$ cat src/hw/smc_pkg.sv
// constants for the synthesizer and mixer configuration register bank
package smc_pkg;
  localparam int          WORD_W        = 24;
  localparam int          SEL_W         = 3;
  // select codes held in the low three bits of every word
  localparam logic [2:0]  SEL_DITHER    = 3'h3;
  localparam logic [2:0]  SEL_PUMP      = 3'h4;
  localparam logic [2:0]  SEL_LOPATH    = 3'h5;
  localparam logic [2:0]  SEL_VCO       = 3'h6;
  // dither word
  localparam int          DITH_LSB      = 3;
  localparam int          DITH_W        = 17;
  // pump, detector and reference word
  localparam int          MON_SEL_LSB   = 3;
  localparam int          MON_SEL_W     = 3;
  localparam int          REF_SCALE_LSB = 6;
  localparam int          REF_SCALE_W   = 2;
  localparam int          PUMP_MULT_LSB = 10;
  localparam int          PUMP_MULT_W   = 2;
  localparam int          PH_OFS_LSB    = 12;
  localparam int          PH_OFS_W      = 5;
  localparam int          PH_SIGN_BIT   = 17;
  localparam int          CURRENT_SET_RESISTOR_BIT      = 18;
  // lo path word
  localparam int          LO_DRIVE_BIT  = 3;
  localparam int          LO_EXT_BIT    = 4;
  localparam int          PRESC_BIT     = 5;
  localparam int          SYNTH_EN_BIT  = 6;
  localparam int          MIX_BIAS_BIT  = 7;
  localparam int          DISTORTION_COMP_SETTING_LSB      = 8;
  localparam int          DISTORTION_COMP_SETTING_W        = 4;
  // vco word
  localparam int          BAND_LSB      = 3;
  localparam int          BAND_W        = 6;
  localparam int          BAND_SRC_BIT  = 9;
  localparam int          AMP_LSB       = 10;
  localparam int          AMP_W         = 6;
  localparam int          OSC_SW_BIT    = 16;
  localparam int          OSC_ON_BIT    = 17;
  localparam int          OSC_REG_BIT   = 18;
  localparam int          MAIN_REG_BIT  = 19;
  localparam int          PUMP_ON_BIT   = 20;
  // reset values of the four words
  localparam logic [23:0] DITHER_RST    = 24'h000000;
  localparam logic [23:0] PUMP_RST      = 24'h000000;
  localparam logic [23:0] LOPATH_RST    = 24'h000000;
  localparam logic [23:0] VCO_RST       = 24'h000000;
  // base pump current with the internal resistor, microamps
  localparam int          PUMP_BASE_UA  = 250;
  // monitor output choices
  typedef enum logic [2:0] {
    SMC_MON_LOCK = 3'h0,
    SMC_MON_HIGH = 3'h1,
    SMC_MON_LOW  = 3'h2,
    SMC_MON_PUMP = 3'h3,
    SMC_MON_OSC  = 3'h4
  } smc_mon_t;
endpackage

$ cat src/hw/smc_config_regs.sv
// serial word receiver and configuration registers three to six
`timescale 1ns/100ps
module smc_config_regs (
  input  wire logic        clk,
  input  wire logic        rst_n,
  input  wire logic        ser_clk,
  input  wire logic        ser_data,
  input  wire logic        ser_latch,
  input  wire logic        lock_detect,
  input  wire logic [5:0]  cal_band,
  output logic [16:0]      dither_restart,
  output logic             current_set_resistor,
  output logic [2:0]       pump_multiplier,
  output logic [4:0]       phase_offset_multiplier,
  output logic             phase_offset_negative,
  output logic [1:0]       ref_scale,
  output logic             monitor_output,
  output logic             lo_pin_drive,
  output logic             lo_external,
  output logic             presc_div3,
  output logic             synth_on,
  output logic             mixer_bias_on,
  output logic [3:0]       distortion_comp_setting,
  output logic             band_source_select,
  output logic [5:0]       band_in_use,
  output logic [5:0]       osc_amplitude_field,
  output logic             osc_switch_cal,
  output logic             pump_on,
  output logic             main_regulator_on,
  output logic             osc_regulator_on,
  output logic             osc_on
);

  // three-stage samplers on the serial pins and the lock indication
  logic [2:0]  sclk_sync_reg;
  logic [2:0]  sdat_sync_reg;
  logic [2:0]  slat_sync_reg;
  logic [2:0]  lock_sync_reg;
  logic [23:0] shift_reg;
  logic [23:0] shift_next;
  logic [23:0] dither_reg;
  logic [23:0] dither_next;
  logic [23:0] pump_reg;
  logic [23:0] pump_next;
  logic [23:0] lopath_reg;
  logic [23:0] lopath_next;
  logic [23:0] vco_reg;
  logic [23:0] vco_next;
  logic [5:0]  band_reg;
  logic [5:0]  band_next;
  logic [2:0]  mult_reg;
  logic [2:0]  mult_next;
  logic        mon_reg;
  logic        mon_next;
  logic        sclk_rise;
  logic        slat_rise;

  // next values of the pin samplers
  logic [2:0]  sclk_sync_next;
  logic [2:0]  sdat_sync_next;
  logic [2:0]  slat_sync_next;
  logic [2:0]  lock_sync_next;

  // one write strobe per word, at most one high in a cycle
  logic        wr_dither;
  logic        wr_pump;
  logic        wr_lopath;
  logic        wr_vco;

  // a rise counts once stage two is high while stage three is still low
  function automatic logic rose(input logic [2:0] s);
    rose = s[1] & ~s[2];
  endfunction

  // select code of a word, compared once per register below
  function automatic logic [2:0] sel_of(input logic [23:0] w);
    sel_of = w[smc_pkg::SEL_W-1:0];
  endfunction

  // stage one may be metastable, so only stage two onward is read
  always_comb begin
    sclk_sync_next = {sclk_sync_reg[1:0], ser_clk};
    sdat_sync_next = {sdat_sync_reg[1:0], ser_data};
    slat_sync_next = {slat_sync_reg[1:0], ser_latch};
    lock_sync_next = {lock_sync_reg[1:0], lock_detect};
  end

  always_ff @(posedge clk or negedge rst_n) begin
    if (!rst_n) begin
      sclk_sync_reg <= 3'h0;
      sdat_sync_reg <= 3'h0;
      slat_sync_reg <= 3'h0;
      lock_sync_reg <= 3'h0;
    end else begin
      sclk_sync_reg <= sclk_sync_next;
      sdat_sync_reg <= sdat_sync_next;
      slat_sync_reg <= slat_sync_next;
      lock_sync_reg <= lock_sync_next;
    end
  end

  assign sclk_rise = rose(sclk_sync_reg);
  assign slat_rise = rose(slat_sync_reg);

  // refused codes raise no strobe, so every word holds
  always_comb begin
    wr_dither = 1'b0;
    wr_pump   = 1'b0;
    wr_lopath = 1'b0;
    wr_vco    = 1'b0;
    if (slat_rise) begin
      if (sel_of(shift_reg) == smc_pkg::SEL_DITHER) begin
        wr_dither = 1'b1;
      end else if (sel_of(shift_reg) == smc_pkg::SEL_PUMP) begin
        wr_pump = 1'b1;
      end else if (sel_of(shift_reg) == smc_pkg::SEL_LOPATH) begin
        wr_lopath = 1'b1;
      end else if (sel_of(shift_reg) == smc_pkg::SEL_VCO) begin
        wr_vco = 1'b1;
      end
    end
  end

  // msb first; the shifter clears only in reset, older bits fall off the top
  always_comb begin
    shift_next = shift_reg;
    if (sclk_rise) begin
      shift_next = {shift_reg[22:0], sdat_sync_reg[1]};
    end
  end

  always_ff @(posedge clk or negedge rst_n) begin
    if (!rst_n) begin
      shift_reg <= 24'h000000;
    end else begin
      shift_reg <= shift_next;
    end
  end

  // reserved bits are stored as sent; host keeps them zero
  always_comb begin
    dither_next = dither_reg;
    if (wr_dither) begin
      dither_next = shift_reg;
    end
  end

  always_ff @(posedge clk or negedge rst_n) begin
    if (!rst_n) begin
      dither_reg <= smc_pkg::DITHER_RST;
    end else begin
      dither_reg <= dither_next;
    end
  end

  always_comb begin
    pump_next = pump_reg;
    if (wr_pump) begin
      pump_next = shift_reg;
    end
  end

  always_ff @(posedge clk or negedge rst_n) begin
    if (!rst_n) begin
      pump_reg <= smc_pkg::PUMP_RST;
    end else begin
      pump_reg <= pump_next;
    end
  end

  always_comb begin
    lopath_next = lopath_reg;
    if (wr_lopath) begin
      lopath_next = shift_reg;
    end
  end

  always_ff @(posedge clk or negedge rst_n) begin
    if (!rst_n) begin
      lopath_reg <= smc_pkg::LOPATH_RST;
    end else begin
      lopath_reg <= lopath_next;
    end
  end

  always_comb begin
    vco_next = vco_reg;
    if (wr_vco) begin
      vco_next = shift_reg;
    end
  end

  always_ff @(posedge clk or negedge rst_n) begin
    if (!rst_n) begin
      vco_reg <= smc_pkg::VCO_RST;
    end else begin
      vco_reg <= vco_next;
    end
  end

  // derived outputs, registered so every port leaves a flop
  // own flop so the multiplier resets to one, never zero
  always_comb begin
    mult_next = {1'b0, pump_next[smc_pkg::PUMP_MULT_LSB +: smc_pkg::PUMP_MULT_W]}
              + 3'h1;
  end

  always_ff @(posedge clk or negedge rst_n) begin
    if (!rst_n) begin
      mult_reg <= 3'h1;
    end else begin
      mult_reg <= mult_next;
    end
  end

  // tracks the word being written, so no extra cycle of lag
  always_comb begin
    if (vco_next[smc_pkg::BAND_SRC_BIT]) begin
      band_next = vco_next[smc_pkg::BAND_LSB +: smc_pkg::BAND_W];
    end else begin
      band_next = cal_band;
    end
  end

  always_ff @(posedge clk or negedge rst_n) begin
    if (!rst_n) begin
      band_reg <= 6'h00;
    end else begin
      band_reg <= band_next;
    end
  end

  // a flop after the mux keeps the pin free of decode glitches
  always_comb begin
    case (smc_pkg::smc_mon_t'(pump_reg[smc_pkg::MON_SEL_LSB +: smc_pkg::MON_SEL_W]))
      smc_pkg::SMC_MON_LOCK: mon_next = lock_sync_reg[2];
      smc_pkg::SMC_MON_HIGH: mon_next = 1'b1;
      smc_pkg::SMC_MON_LOW:  mon_next = 1'b0;
      smc_pkg::SMC_MON_PUMP: mon_next = vco_reg[smc_pkg::PUMP_ON_BIT];
      smc_pkg::SMC_MON_OSC:  mon_next = vco_reg[smc_pkg::OSC_ON_BIT];
      default:               mon_next = 1'b0;
    endcase
  end

  always_ff @(posedge clk or negedge rst_n) begin
    if (!rst_n) begin
      mon_reg <= 1'b0;
    end else begin
      mon_reg <= mon_next;
    end
  end

  // word fields are wired straight from the word flops; multiplier, monitor and band come from their own flops
  assign dither_restart          = dither_reg[smc_pkg::DITH_LSB +: smc_pkg::DITH_W];

  assign current_set_resistor    = pump_reg[smc_pkg::CURRENT_SET_RESISTOR_BIT];
  assign pump_multiplier         = mult_reg;
  // offset is 22.5 deg times this field over the multiplier
  assign phase_offset_multiplier = pump_reg[smc_pkg::PH_OFS_LSB +: smc_pkg::PH_OFS_W];
  assign phase_offset_negative   = pump_reg[smc_pkg::PH_SIGN_BIT];
  // 0: x2, 1: x1, 2: x0.5, 3: x0.25
  assign ref_scale               = pump_reg[smc_pkg::REF_SCALE_LSB +: smc_pkg::REF_SCALE_W];
  assign monitor_output          = mon_reg;

  assign lo_pin_drive            = lopath_reg[smc_pkg::LO_DRIVE_BIT];
  assign lo_external             = lopath_reg[smc_pkg::LO_EXT_BIT];
  assign presc_div3              = lopath_reg[smc_pkg::PRESC_BIT];
  // host may clear only with a stable external LO present
  assign synth_on                = lopath_reg[smc_pkg::SYNTH_EN_BIT];
  assign mixer_bias_on           = lopath_reg[smc_pkg::MIX_BIAS_BIT];
  assign distortion_comp_setting = lopath_reg[smc_pkg::DISTORTION_COMP_SETTING_LSB +: smc_pkg::DISTORTION_COMP_SETTING_W];

  assign band_source_select      = vco_reg[smc_pkg::BAND_SRC_BIT];
  assign band_in_use             = band_reg;
  assign osc_amplitude_field     = vco_reg[smc_pkg::AMP_LSB +: smc_pkg::AMP_W];
  assign osc_switch_cal          = vco_reg[smc_pkg::OSC_SW_BIT];
  assign pump_on                 = vco_reg[smc_pkg::PUMP_ON_BIT];
  assign main_regulator_on       = vco_reg[smc_pkg::MAIN_REG_BIT];
  assign osc_regulator_on        = vco_reg[smc_pkg::OSC_REG_BIT];
  assign osc_on                  = vco_reg[smc_pkg::OSC_ON_BIT];

endmodule

$ cat config.mk
export PLATFORM = sky130hd
export DESIGN_NAME = smc_config_regs
export DESIGN_NICKNAME = d
export VERILOG_FILES = /design/src/hw/smc_pkg.sv /design/src/hw/smc_config_regs.sv
export SDC_FILE = /design/constraint.sdc
export NUM_CORES = 1
export LEC_CHECK = 0
export ABC_CLOCK_PERIOD_IN_PS = 2700
export BUFFER_PORTS_ARGS = -buffer_cell sky130_fd_sc_hd__buf_2
export CAP_MARGIN = 20
export CORE_MARGIN = 5
export CORE_UTILIZATION = 46
export DETAILED_ROUTE_END_ITERATION = 6
export PLACE_DENSITY = 0.77
export SLEW_MARGIN = 20
export SYNTH_ARGS = -nofsm -noshare
export SYNTH_HDL_FRONTEND = slang
export SYNTH_SLANG_ARGS = --single-unit
$ cat constraint.sdc
create_clock -name clk -period 2.7 [get_ports clk]
set_clock_uncertainty 0.15 [all_clocks]
set_input_delay 0.405 -clock clk [delete_from_list [all_inputs] [get_ports clk]]
set_output_delay 0.405 -clock clk [all_outputs]
set_load 0.01 [all_outputs]
==> results.cfg <==
[route]
drt_iter0_drc = 138
via_per_inst = 5.15
first_pass_iters = 4
antenna_left = 0
wire_per_inst_um = 16.9
drc_errors = 0
wl_mm = 7.29
vias = 2216

[cells_and_area]
design_area_mm2 = 0.00461
diodes = 0
final_util_pct = 53.7
post_layout_nonfiller_instances = 430
syn2layout_area_growth_pct = 14.9
regArea_mm2 = 0.00250
layout-drive-gt1-share_pct = 53.4
n_fill_cell = 710
final_nets = 330
largest_reg_flops = 21
multi_input_area_mm2 = 0.00133

[clock_network]
path_clk_slew_ns = 0.09
cts.sinks = 100
clk_latency_ns = 0.35
clock-root-buffer = clkbuf_8
cts_tree = built
h-tree-depth = 3
cts-buffers-inserted = 9
clock_path_buffers = 2

[worst_setup_path]
crit_path_start_kind = flop
cpMaxStageDelayCell = nor3_4
cp_cell_sequence = nand3b_4, nor3_4, mux2_4, ha_1
cp_max_fo = 10
worst_ep_arrival_time_ns = 2.07
r2r_cells = 4
required_ns = 2.80
critical-path-top-delay-family = simple AND/OR/NAND/NOR gates
worstSetupPathDepth = 4
crit_path_end_kind = flop
cpPeakStageDelay_ns = 0.44
path_buf_inv = 0
worst-setup-path-type = reg2reg

[pwr]
power_density_mw_per_mm2 = 917
p_int_mw = 2.96
irDropWorstVdd_uv = 312
clkPwrFrac_pct = 24.0
netSwitchingFraction_pct = 30.0
p_sw_mw = 1.27
sequentialPowerShare_pct = 53.2
leakagePower_nw = 2.37
comb_power_share_pct = 22.8
fin_total_pwr_mw = 4.23

[timing]
hold_violations = 0
fin_crit_ns = 1.98
max_slew_margin_pct = 50.7
holdWs_ns = 0.204
slew_viol_final = 0
setup_tns_ns = 0
setup_ws_ns = 0.723
tightest_slew_ns = 0.739
final-setup-viol-count = 0
rsz0062_at_grt = no
max_freq_mhz = 506
finalCritPeriodShare_pct = 73.2

[die]
dieHeight_um = 103
num_io_pins = 69
num_rows = 34
core_mm2 = 0.00859
initial_utilization_pct = 46.7
die-area_mm2 = 0.0107
die_width_um = 103

[synth]
ys_ff_latch = 100
yosysTopAreaCell = dfrtp_1
synth_top_area_share_pct = 61.7
synth_fp_nets = 265
syn-cell-area_mm2 = 0.00401
syn_inst = 252
synth.distinct_cells = 29
synth-seq-area-share_pct = 62.4
synth.top_cells.by_area = dfrtp_1, mux2_2, mux2_4
yosysWarnings = 0
syn_avg_cell_area_um2 = 15.9

[global_routing]
grt_pass1_vias = 2292
grt_usage_pct = 14.4
grt_overflow = 0
grt_pass1_wl_mm = 11.8
antenna_found_initial = 0
grt_max_degree = 60

[placed_design]
place_congestion = 0.799
portBuffers = 68
place_hpwl_mm = 5.04
pre_cts_slack_ns = 0.710
place_area_mm2 = 0.00435
placed_cells = 409

[outcome]
outcome = finished clean

[run]
maxCapViolCount = 0

[worst_hold_path]
worstHoldPathType = reg2reg
whs_path_depth = 0
[cell usage after synthesis (all sizes together)]
library cell,n
inv,1
dfstp,1
ha,1
mux2i,1
buf,21
a211oi,6
and3b,2
nor3,7
nor2,1
and4bb,1
nand2b,8
mux2,78
a21oi,13
nand2,1
o21ai,2
clkbuf,2
a221oi,1
nand3b,4
nor2b,2
dfrtp,99
[cell usage in the layout (no fill, tap or decap), drive strengths merged]
master        n
a221oi        1
dlygate4sd3   5
a21oi        13
mux2i         1
nand2         1
nor2          1
and3b         2
a211oi        6
ha            1
dfrtp        99
clkbuf       12
inv           2
o21ai         2
nor3          7
clkinv        1
nand2b        8
nor2b         2
and4bb        1
mux2         78
buf          72
nand3b        4
bufinv        2
dfstp         1
[layout make-up]
type,instances,share of cell area (%)
repair buffers,77,9.44
multi-input cells,128,28.7
clock inverters,4,1.60
clock buffers,12,2.93
inverters,1,0.0814
flip-flops and latches,100,54.3
well taps,108,2.93
[power by group through the flow]
stage	Combinational, mW	Clock, mW	Sequential [mW]
4_1_cts	0.984	1.04	2.25
3_3_place_gp	0.946	0	2.26
5_1_grt	1.06	1.09	2.32
3_5_place_dp	0.974	0	2.28
2_1_floorplan	0.620	0	2.24
6_report	0.964	1.01	2.25
[routing by layer]
layer,track usage (%),routed length [um],up-vias
li1,-,-,1007
met1,19.2,3140,1136
met2,23.2,3570,62
met3,3.09,454,11
met4,5.48,121,0
met5,0,0,-
[timing repair]
item | in CTS | in global routing
gates resized for setup | 0 | 0
hold buffers | 5 | 0
endpoints found under the hold margin | 60 | 0
setup buffers | 0 | 0
[worst paths after layout]
path                             startpoint  slack, ns                  to
hold reg to reg            lock_sync_reg[1]       0.20    lock_sync_reg[2]
setup reg to reg           slat_sync_reg[2]       0.72  pump_multiplier[1]
setup / recovery           slat_sync_reg[2]       0.72  pump_multiplier[1]
hold / removal             lock_sync_reg[1]       0.20    lock_sync_reg[2]
min in group asynchronous             rst_n       0.51      dither_reg[13]
max in group asynchronous             rst_n       1.24          vco_reg[7]
[kinds of logic (layout without fill, tap and decap cells)]
kind of cell    count (synthesis)  count (layout)  share of synthesized area (%)
simple gates                   26              26                           5.52
flops                         100             100                           62.4
fa+ha+maj                       1               1                          0.312
buf+inv                        24              94                           4.65
mux                            79              79                           23.9
compound gates                 22              22                           3.21
(Power assumes the default switching activity.)
